**config.mk**
```make
export PLATFORM = sky130hd
export DESIGN_NAME = aif_status_flags
export DESIGN_NICKNAME = d
export VERILOG_FILES = /design/src/rtl/aif_status_flags.v
export VERILOG_INCLUDE_DIRS = /design/src /design/src/rtl
export SDC_FILE = /design/constraint.sdc
export NUM_CORES = 1
export LEC_CHECK = 0
export BUFFER_PORTS_ARGS = -buffer_cell sky130_fd_sc_hd__buf_2
export CAP_MARGIN = 20
export CELL_PAD_IN_SITES_DETAIL_PLACEMENT = 1
export CELL_PAD_IN_SITES_GLOBAL_PLACEMENT = 1
export CORE_MARGIN = 1.5
export CORE_UTILIZATION = 24
export CTS_BUF_LIST = sky130_fd_sc_hd__clkbuf_2
export DETAILED_ROUTE_END_ITERATION = 8
export GPL_ROUTABILITY_DRIVEN = 1
export PLACE_DENSITY = 0.74
export REMOVE_ABC_BUFFERS = 1
export SLEW_MARGIN = 25
export SYNTH_ARGS = -nofsm -noshare
export SYNTH_HDL_FRONTEND = slang
export SYNTH_SLANG_ARGS = --single-unit
```
**constraint.sdc**
```tcl
create_clock -name clk_sys_i -period 0.8 [get_ports clk_sys_i]
set_clock_uncertainty 0.15 [all_clocks]
set_input_delay 0.04 -clock clk_sys_i [delete_from_list [all_inputs] [get_ports clk_sys_i]]
set_output_delay 0.04 -clock clk_sys_i [all_outputs]
set_load 0.01 [all_outputs]
```
**src/rtl/aif_defs.vh**
```
/*
 conversion event status register: offset, reset value, field positions.
 assumes inclusion by bare name from the design files under rtl/.
*/
`ifndef AIF_DEFS_VH
`define AIF_DEFS_VH

// register offset and reset value
`define AIF_STATUS_OFFSET     8'h64
`define AIF_STATUS_RESET      32'h00000000

// field positions inside the 32-bit register image
`define AIF_CH6_DONE_BIT      6
`define AIF_CH7_DONE_BIT      7
`define AIF_CH8_DONE_BIT      8
`define AIF_CH9_DONE_BIT      9
`define AIF_CH10_DONE_BIT     10
`define AIF_CH11_DONE_BIT     11
`define AIF_CH12_DONE_BIT     12
`define AIF_EXC_IRQ_MEAS_BIT  16
`define AIF_EXC_SEQ_MEAS_BIT  17
`define AIF_DIFF1_LOWER_BIT   24
`define AIF_DIFF1_UPPER_BIT   25

// number of flags held by this block
`define AIF_FLAG_COUNT        11
`define AIF_FLAG_RESET        11'h000

`endif

```
**src/rtl/aif_status_flags.v**
```verilog
/*
 sticky conversion event flags of the ten bit converter status register.
 assumes one clock, event inputs synchronous to clk_sys_i, and a simple
 register port with read data valid in the cycle after the read strobe.
*/
// The placing of the registers and the strobed register port were chosen for this implementation.
//
// Contract
// - channel 6 done sets bit 6
// - channel 7 done sets bit 7
// - channel 8 done sets bit 8
// - channel 9 done sets bit 9
// - channel 10 done sets bit 10
// - channel 11 done sets bit 11
// - channel 12 done sets bit 12
// - exceptional interrupt measurement sets bit 16
// - exceptional sequence measurement sets bit 17
// - differential unit one lower sets bit 24
// - differential unit one upper sets bit 25
// - register at 0x64, resets to zero
`timescale 1ns/10ps
`default_nettype none
`include "aif_defs.vh"

module aif_status_flags (
   // clock and reset
   input  wire        clk_sys_i,
   input  wire        rst_i,
   // register port
   input  wire [7:0]  addr_i,
   input  wire [31:0] wdata_i,
   input  wire        wr_i,
   input  wire        rd_i,
   output reg  [31:0] rdata_o,
   // converter events, one-cycle pulses
   input  wire [6:0]  ch_done_i,
   input  wire        exc_irq_meas_i,
   input  wire        exc_seq_meas_i,
   input  wire        diff1_lower_done_i,
   input  wire        diff1_upper_done_i,
   // flag state for the enable logic outside
   output reg  [10:0] flags_o
);

////////////////////////////////////////////////////////////////////////////
// flag vector order, shared by flags_o and the enable logic outside;
// the flags of channels 0..5 and diff units 2..4 live elsewhere
// an event input held high keeps setting its flag every cycle

localparam FLG_CH6      = 0;
localparam FLG_CH7      = 1;
localparam FLG_CH8      = 2;
localparam FLG_CH9      = 3;
localparam FLG_CH10     = 4;
localparam FLG_CH11     = 5;
localparam FLG_CH12     = 6;
localparam FLG_IRQ_MEAS = 7;
localparam FLG_SEQ_MEAS = 8;
localparam FLG_DIFF1_LO = 9;
localparam FLG_DIFF1_UP = 10;

////////////////////////////////////////////////////////////////////////////
// helper functions

// sticky update: the set term is or-ed in after the clear, so a
// converter event in the same cycle as a clearing write is kept
function aif_sticky;
   input old_flag;
   input set_ev;
   input clr_req;
   begin
      aif_sticky = (old_flag & ~clr_req) | set_ev;
   end
endfunction

// write one to clear: a zero in the written word leaves the flag alone
function aif_clear_bit;
   input         wr_sel;
   input  [31:0] data;
   input integer pos;
   begin
      aif_clear_bit = wr_sel & data[pos];
   end
endfunction

// pack the held flags into the 32-bit image; unlisted bits stay zero
function [31:0] aif_image;
   input [10:0] f;
   begin
      aif_image = `AIF_STATUS_RESET;
      aif_image[`AIF_CH6_DONE_BIT]     = f[0];
      aif_image[`AIF_CH7_DONE_BIT]     = f[1];
      aif_image[`AIF_CH8_DONE_BIT]     = f[2];
      aif_image[`AIF_CH9_DONE_BIT]     = f[3];
      aif_image[`AIF_CH10_DONE_BIT]    = f[4];
      aif_image[`AIF_CH11_DONE_BIT]    = f[5];
      aif_image[`AIF_CH12_DONE_BIT]    = f[6];
      aif_image[`AIF_EXC_IRQ_MEAS_BIT] = f[7];
      aif_image[`AIF_EXC_SEQ_MEAS_BIT] = f[8];
      aif_image[`AIF_DIFF1_LOWER_BIT]  = f[9];
      aif_image[`AIF_DIFF1_UPPER_BIT]  = f[10];
   end
endfunction

////////////////////////////////////////////////////////////////////////////
// register port decode

wire        wr_hit;
wire        rd_hit;

// only the one offset is mapped; every other address is ignored
assign wr_hit = wr_i & (addr_i == `AIF_STATUS_OFFSET);
assign rd_hit = rd_i & (addr_i == `AIF_STATUS_OFFSET);

////////////////////////////////////////////////////////////////////////////
// channel 6 conversion finished

wire        set_ch6;
wire        clr_ch6;
reg         ch6_next;

assign set_ch6 = ch_done_i[0];
assign clr_ch6 = aif_clear_bit(wr_hit, wdata_i, `AIF_CH6_DONE_BIT);

always @* begin
   ch6_next = flags_o[FLG_CH6];
   if (set_ch6 | clr_ch6) begin
      ch6_next = aif_sticky(flags_o[FLG_CH6],
                            set_ch6, clr_ch6);
   end
end

////////////////////////////////////////////////////////////////////////////
// channel 7 conversion finished

wire        set_ch7;
wire        clr_ch7;
reg         ch7_next;

assign set_ch7 = ch_done_i[1];
assign clr_ch7 = aif_clear_bit(wr_hit, wdata_i, `AIF_CH7_DONE_BIT);

always @* begin
   ch7_next = flags_o[FLG_CH7];
   if (set_ch7 | clr_ch7) begin
      ch7_next = aif_sticky(flags_o[FLG_CH7],
                            set_ch7, clr_ch7);
   end
end

////////////////////////////////////////////////////////////////////////////
// channel 8 conversion finished

wire        set_ch8;
wire        clr_ch8;
reg         ch8_next;

assign set_ch8 = ch_done_i[2];
assign clr_ch8 = aif_clear_bit(wr_hit, wdata_i, `AIF_CH8_DONE_BIT);

always @* begin
   ch8_next = flags_o[FLG_CH8];
   if (set_ch8 | clr_ch8) begin
      ch8_next = aif_sticky(flags_o[FLG_CH8],
                            set_ch8, clr_ch8);
   end
end

////////////////////////////////////////////////////////////////////////////
// channel 9 conversion finished

wire        set_ch9;
wire        clr_ch9;
reg         ch9_next;

assign set_ch9 = ch_done_i[3];
assign clr_ch9 = aif_clear_bit(wr_hit, wdata_i, `AIF_CH9_DONE_BIT);

always @* begin
   ch9_next = flags_o[FLG_CH9];
   if (set_ch9 | clr_ch9) begin
      ch9_next = aif_sticky(flags_o[FLG_CH9],
                            set_ch9, clr_ch9);
   end
end

////////////////////////////////////////////////////////////////////////////
// channel 10 conversion finished

wire        set_ch10;
wire        clr_ch10;
reg         ch10_next;

assign set_ch10 = ch_done_i[4];
assign clr_ch10 = aif_clear_bit(wr_hit, wdata_i, `AIF_CH10_DONE_BIT);

always @* begin
   ch10_next = flags_o[FLG_CH10];
   if (set_ch10 | clr_ch10) begin
      ch10_next = aif_sticky(flags_o[FLG_CH10],
                             set_ch10, clr_ch10);
   end
end

////////////////////////////////////////////////////////////////////////////
// channel 11 conversion finished

wire        set_ch11;
wire        clr_ch11;
reg         ch11_next;

assign set_ch11 = ch_done_i[5];
assign clr_ch11 = aif_clear_bit(wr_hit, wdata_i, `AIF_CH11_DONE_BIT);

always @* begin
   ch11_next = flags_o[FLG_CH11];
   if (set_ch11 | clr_ch11) begin
      ch11_next = aif_sticky(flags_o[FLG_CH11],
                             set_ch11, clr_ch11);
   end
end

////////////////////////////////////////////////////////////////////////////
// channel 12 conversion finished

wire        set_ch12;
wire        clr_ch12;
reg         ch12_next;

assign set_ch12 = ch_done_i[6];
assign clr_ch12 = aif_clear_bit(wr_hit, wdata_i, `AIF_CH12_DONE_BIT);

always @* begin
   ch12_next = flags_o[FLG_CH12];
   if (set_ch12 | clr_ch12) begin
      ch12_next = aif_sticky(flags_o[FLG_CH12],
                             set_ch12, clr_ch12);
   end
end

////////////////////////////////////////////////////////////////////////////
// exceptional interrupt measurement

wire        set_irq_meas;
wire        clr_irq_meas;
reg         irq_meas_next;

assign set_irq_meas = exc_irq_meas_i;
assign clr_irq_meas = aif_clear_bit(wr_hit, wdata_i, `AIF_EXC_IRQ_MEAS_BIT);

always @* begin
   irq_meas_next = flags_o[FLG_IRQ_MEAS];
   if (set_irq_meas | clr_irq_meas) begin
      irq_meas_next = aif_sticky(flags_o[FLG_IRQ_MEAS],
                                 set_irq_meas, clr_irq_meas);
   end
end

////////////////////////////////////////////////////////////////////////////
// exceptional sequence measurement

wire        set_seq_meas;
wire        clr_seq_meas;
reg         seq_meas_next;

assign set_seq_meas = exc_seq_meas_i;
assign clr_seq_meas = aif_clear_bit(wr_hit, wdata_i, `AIF_EXC_SEQ_MEAS_BIT);

always @* begin
   seq_meas_next = flags_o[FLG_SEQ_MEAS];
   if (set_seq_meas | clr_seq_meas) begin
      seq_meas_next = aif_sticky(flags_o[FLG_SEQ_MEAS],
                                 set_seq_meas, clr_seq_meas);
   end
end

////////////////////////////////////////////////////////////////////////////
// first differential unit, lower channel

wire        set_diff1_lo;
wire        clr_diff1_lo;
reg         diff1_lo_next;

assign set_diff1_lo = diff1_lower_done_i;
assign clr_diff1_lo = aif_clear_bit(wr_hit, wdata_i, `AIF_DIFF1_LOWER_BIT);

always @* begin
   diff1_lo_next = flags_o[FLG_DIFF1_LO];
   if (set_diff1_lo | clr_diff1_lo) begin
      diff1_lo_next = aif_sticky(flags_o[FLG_DIFF1_LO],
                                 set_diff1_lo, clr_diff1_lo);
   end
end

////////////////////////////////////////////////////////////////////////////
// first differential unit, upper channel

wire        set_diff1_up;
wire        clr_diff1_up;
reg         diff1_up_next;

assign set_diff1_up = diff1_upper_done_i;
assign clr_diff1_up = aif_clear_bit(wr_hit, wdata_i, `AIF_DIFF1_UPPER_BIT);

always @* begin
   diff1_up_next = flags_o[FLG_DIFF1_UP];
   if (set_diff1_up | clr_diff1_up) begin
      diff1_up_next = aif_sticky(flags_o[FLG_DIFF1_UP],
                                 set_diff1_up, clr_diff1_up);
   end
end

////////////////////////////////////////////////////////////////////////////
// flag vector and read image

reg  [10:0] flags_next;
reg  [31:0] rdata_next;

// reserved positions have no storage, so a write there changes nothing
always @* begin
   flags_next = {diff1_up_next, diff1_lo_next, seq_meas_next,
                 irq_meas_next, ch12_next, ch11_next, ch10_next,
                 ch9_next, ch8_next, ch7_next, ch6_next};
end

// the image is taken before the edge: an event in the read cycle shows
// on the next read, never half-way
always @* begin
   if (rd_hit) begin
      rdata_next = aif_image(flags_o);
   end else begin
      rdata_next = `AIF_STATUS_RESET;
   end
end

////////////////////////////////////////////////////////////////////////////
// registers

// read data falls back to zero after one cycle, so no stale word lingers
always @(posedge clk_sys_i or posedge rst_i) begin
   if (rst_i) begin
      flags_o <= `AIF_FLAG_RESET;
      rdata_o <= `AIF_STATUS_RESET;
   end else begin
      flags_o <= flags_next;
      rdata_o <= rdata_next;
   end
end

endmodule

`default_nettype wire

```
# --- After elaboration in Yosys (flattened, before gate mapping) ---
# Cells that the tools add are included.
word_totals:
  register_bits: 43
  elab_cells: 71
  inputBits: 55
classes:
  n_bitwise: 57
  mux: 1
  n_eq_ne: 1
ops:
  columns: ["op", "n"]
  rows:
  - ["$mux 26", 1]
  - ["$and 1x1->1", 24]
  - ["$or 1x1->1", 22]
  - ["$not 1->1", 11]
  - ["$eq 8x7->1 const B", 1]

# --- Depth between registers and ports, before layout ---
logic_depth:
  word_depth: 6
  ltp_mapped: 3
  depth_no_buf: 2

# --- Least setup slack after synthesis ---
# No wires, ideal clock.
synth_path:
  path_type: "input-to-reg"
  start: "input addr_i[1]"
  end: "register flags_o[0]"
  slack_ns: -0.495
  required_time_ns: 0.524
  stages: 3
  arrival_time_ns: 1.019
  path_cell_list: "or4b_4 > buf_6 > o32a_1"
synth_via:
  elab_chain_len: 6
  elab_cells_between_ends: 7
synth_rtl:
  columns: ["item", "line", "source"]
  rows:
  - ["start, declared", "aif_status_flags.v:30", "input wire [7:0] addr_i,"]
  - ["$eq 8x7->1 (no line) (*)", null, null]
  - ["$and 1x1->1 (*)", "aif_status_flags.v:112", "assign wr_hit = wr_i & (addr_i == `AIF_STATUS_OFFSET);"]
  - ["$and 1x1->1 (*)", "aif_status_flags.v:82", "aif_clear_bit = wr_sel & data[pos];"]
  - ["$not 1->1", "aif_status_flags.v:72", "aif_sticky = (old_flag & ~clr_req) | set_ev;"]
  - ["$and 1x1->1", "aif_status_flags.v:72", null]
  - ["$or 1x1->1", "aif_status_flags.v:72", null]
  - ["end signal, assigned", "aif_status_flags.v:342", "flags_o <= `AIF_FLAG_RESET;"]
  - ["end signal, assigned", "aif_status_flags.v:345", "flags_o <= flags_next;"]
  - ["end, declared", "aif_status_flags.v:42", "output reg [10:0] flags_o"]
# Mark *: on every way between the ends. The rest lies on a longest branch, timed or not.
# A chain may end at the register's enable or synchronous reset.

# --- Worst setup path after layout ---
layout_path:
  start: "register flags_o[5]"
  end: "output flags_o[5]"
# No word-level cell between the ends.

==> summary.md <==
| Metric | Value |
|---|---|
| Vias/cell | `around 4.4` |
| Worst Setup End Kind | `primary output` |
| Fin crit period | `around 1100 ps` |
| RR Endpoint | `flags_o[0]` |
| Residual DRC count | `0` |
| Most frequent cells in the layout | `buf_2 (51), dfrtp_1 (22), conb_1 (21)` |
| Vias in the first global route | `~1100` |
| Worst-path cell chain | `buf_2` |
| Synth-to-layout area growth | `54.58%` |
| WHS Path Cells | `3` |
| Hold wc startpoint | `ch_done_i[2]` |
| First-pass GRT wire length | `roughly 5000 microns` |
| Die extent in x | `about 70 microns` |
| Most common cell after layout, fill and taps aside | `buf_2` |
| Combinational family with the most area after synthesis | `simple AND/OR/NAND/NOR gates` |
| Initial DRT Pass Iterations | `3` |
| Final Cycle Share | `139.7%` |
| Largest net degree at the start of global routing | `23` |
| GP Congestion | `approximately 0.67` |
| Fillers | `around 510` |
| Post-Layout Cell Count | `around 220` |
| Final worst slack | `-317.4 ps` |
| Crit-path leading delay family | `flip-flops` |
| Proportion of layout cells with a drive suffix above 1 | `between 50% and 60%` |
| Total gr overflow | `0` |
| Buf/Inv on CP | `1` |
| YS warnings | `0` |
| Mapped Cells | `88` |
| Starting Density | `about a quarter` |
| Pwr Total | `1.870 mW` |
| Total Routing Usage GR | `about an eighth` |
| Worst-case vdd ir drop | `421.4 uV` |
| Antenna Violating Nets Remaining | `0` |
| H-Tree Depth | `1` |
| DR WL/cell | `~14 microns` |
| Reg2reg setup slack | `-300 ps` |
| Syn Area/Cell | `roughly 12 sq um` |
| Hold Crit Endpoint | `flags_o[2]` |
| Worst Hold Class | `input port to flop` |
| DRT iter0 DRCs | `30` |
| Sequential-to-total area share from yosys stat | `around half` |
| Clock buffer depth | `2` |
| Failing checks | `hold timing, setup timing` |
| FP Rows | `24` |
| Mux cell area share after synthesis | `0%` |
| Seq cells post-synth | `22` |
| Core Area | `4354 sq um` |
| Met2 Wirelength | `~1600 microns` |
| Total CTS buffers | `3` |
| DRT Wirelength | `approximately 3200 microns` |
| Max FO, Critical Path | `2` |
| Max layer used | `met4` |
| CTS tree | `built` |
| Worst-Skew Late Latency | `~310 ps` |
| Simple-Gate Fraction of Synth Area | `around a fifth` |
| Max Fclk | `between 800 and 900 MHz` |
| RSZ-0062 raised after global routing | `true` |
| ANT cells | `0` |
| Ports | `roughly 100` |
| Worst path required time | `slightly above 600 ps` |
| WL met1 | `between 1000 and 1500 microns` |
| Hold buffers post-CTS | `1` |
| Nets@finish | `between 200 and 250` |
| Initial antenna violation count | `0` |
| Die height | `between 70 and 80 microns` |
| Max Cap Viol | `0` |
| Post-synth cell types | `14` |
| Crit Path Category | `flop to primary output` |
| DP Cell Count | `around 200` |
| Root Driver | `clkbuf_2` |
| Slowest-stage cell, CP | `dfrtp_1` |
| Met3 WL | `215 microns` |
| CP arrival | `between 900 and 1000 ps` |
| Largest stage delay on the critical path | `460 ps` |
| # setup viols final | `between 40 and 50` |
| Post-Synth XOR/XNOR Area | `0%` |
| Worst R2R Path Depth | `3` |
| Status | `finished, violations left` |
| Adder-cell share of the synthesized area | `0%` |
| DP HPWL | `roughly 2200 microns` |
| IO Port Bufs | `55` |
| Power per cell area | `1121 nW/um^2` |
| Full die area | `4911 sq um` |
| Reg2reg start | `flags_o[0]` |
| Mapped cell area | `~1100 sq um` |
| Clock Sink Count | `22` |
| Crit start category | `flop` |
| Final hold slack | `-124.1 ps` |
| Final Hold Fails | `22` |
| LEAKAGE | `just over 0.8 nW` |
| Compound-cell area share of the yosys netlist | `10.31%` |
| Reg clk slew, reported paths | `around 210 ps` |
| Pins Over Slew Limit | `0` |
| Vias | `slightly below 1000` |
==> report_power, final <==
part	leakage (nW)	internal (mW)	switching, mW
registers	0.250	1.12	0.000750
logic	0.543	0.150	0.156
clock network	0.0140	0.109	0.339
==> timing repair <==
item | in CTS | in global routing
pin swaps | 6 | 7
setup endpoints to repair | 44 | 44
gates resized for setup | 15 | 12
hold endpoints to repair | 44 | 22
buffers inserted | 12 | 9
cloned | 1 | 0
==> how the worst max path moves through the flow <==
stage                             to       start  slack [ps]  depth (start not counted)
after floorplan           flags_o[6]   addr_i[1]        -470                          2
after global placement    flags_o[6]   addr_i[1]        -630                          3
after detailed placement  flags_o[6]   addr_i[1]        -640                          3
after CTS                 flags_o[0]  flags_o[0]        -310                          1
after global routing      flags_o[5]  flags_o[5]        -360                          1
final                     flags_o[5]  flags_o[5]        -320                          1
==> logic make-up (layout without fill, tap and decap cells) <==
family | Yosys count | in the layout
flip-flops | 22 | 22
other | 1 | 21
AO/OA/AOI/OAI | 11 | 11
buffers and inverters | 28 | 91
AND/OR/NAND/NOR | 26 | 27
==> sequential cells by signal, summed over array words and instances, names as in the netlist <==
name,cells
flags_o,11
rdata_o,11
==> per-stage QoR <==
stage / utilization [%] / setup WS [ps] / area, sq um / setup TNS [ps]
after detailed placement: 32.90 / -641.8 / 1433 / -9496
after global routing: 38.33 / -364.3 / 1669 / -12050
after floorplan: - / -468.8 / 967.2 / -9671
final: 38.33 / -317.4 / 1669 / -10410
after global placement: 32.90 / -629.7 / 1433 / -9810
after CTS: 37.07 / -308.3 / 1614 / -9957
==> area by class of cell <==
type / count / area, sq um / area share, %
Multi-Input combinational cell: 59 / 437.9 / 26.24
Tap cell: 52 / 65.06 / 3.898
Sequential cell: 22 / 550.5 / 32.98
Clock inverter: 1 / 3.754 / 0.2249
Timing Repair Buffer: 86 / 593.1 / 35.53
Clock buffer: 3 / 15.01 / 0.8996
Inverter: 1 / 3.754 / 0.2249
==> synth_stat cells (all sizes together) <==
cell type	instances	share of area, %
and4	11	8.9
conb	1	0.35
or4b	1	1.3
nor4b	1	0.81
nor4bb	1	0.93
dfrtp	22	51
nand3b	11	7.6
buf	22	16
inv	1	0.35
nand4bb	1	1.0
o32a	11	10
clkbuf	5	1.7
==> layer usage <==
metal  vias to the layer above  track usage [%]
met4                         0            3.846
met2                        54            22.33
met1                       466            16.44
met5                         -                0
li1                        462                -
met3                         2            2.020
==> worst reg2reg max path, stage by stage, from the launching register on <==
cell and delay, ps:
dfrtp_1 450, buf_4 150, buf_6 110, o32a_1 160
Note: power is estimated with default switching activity, not from simulation.
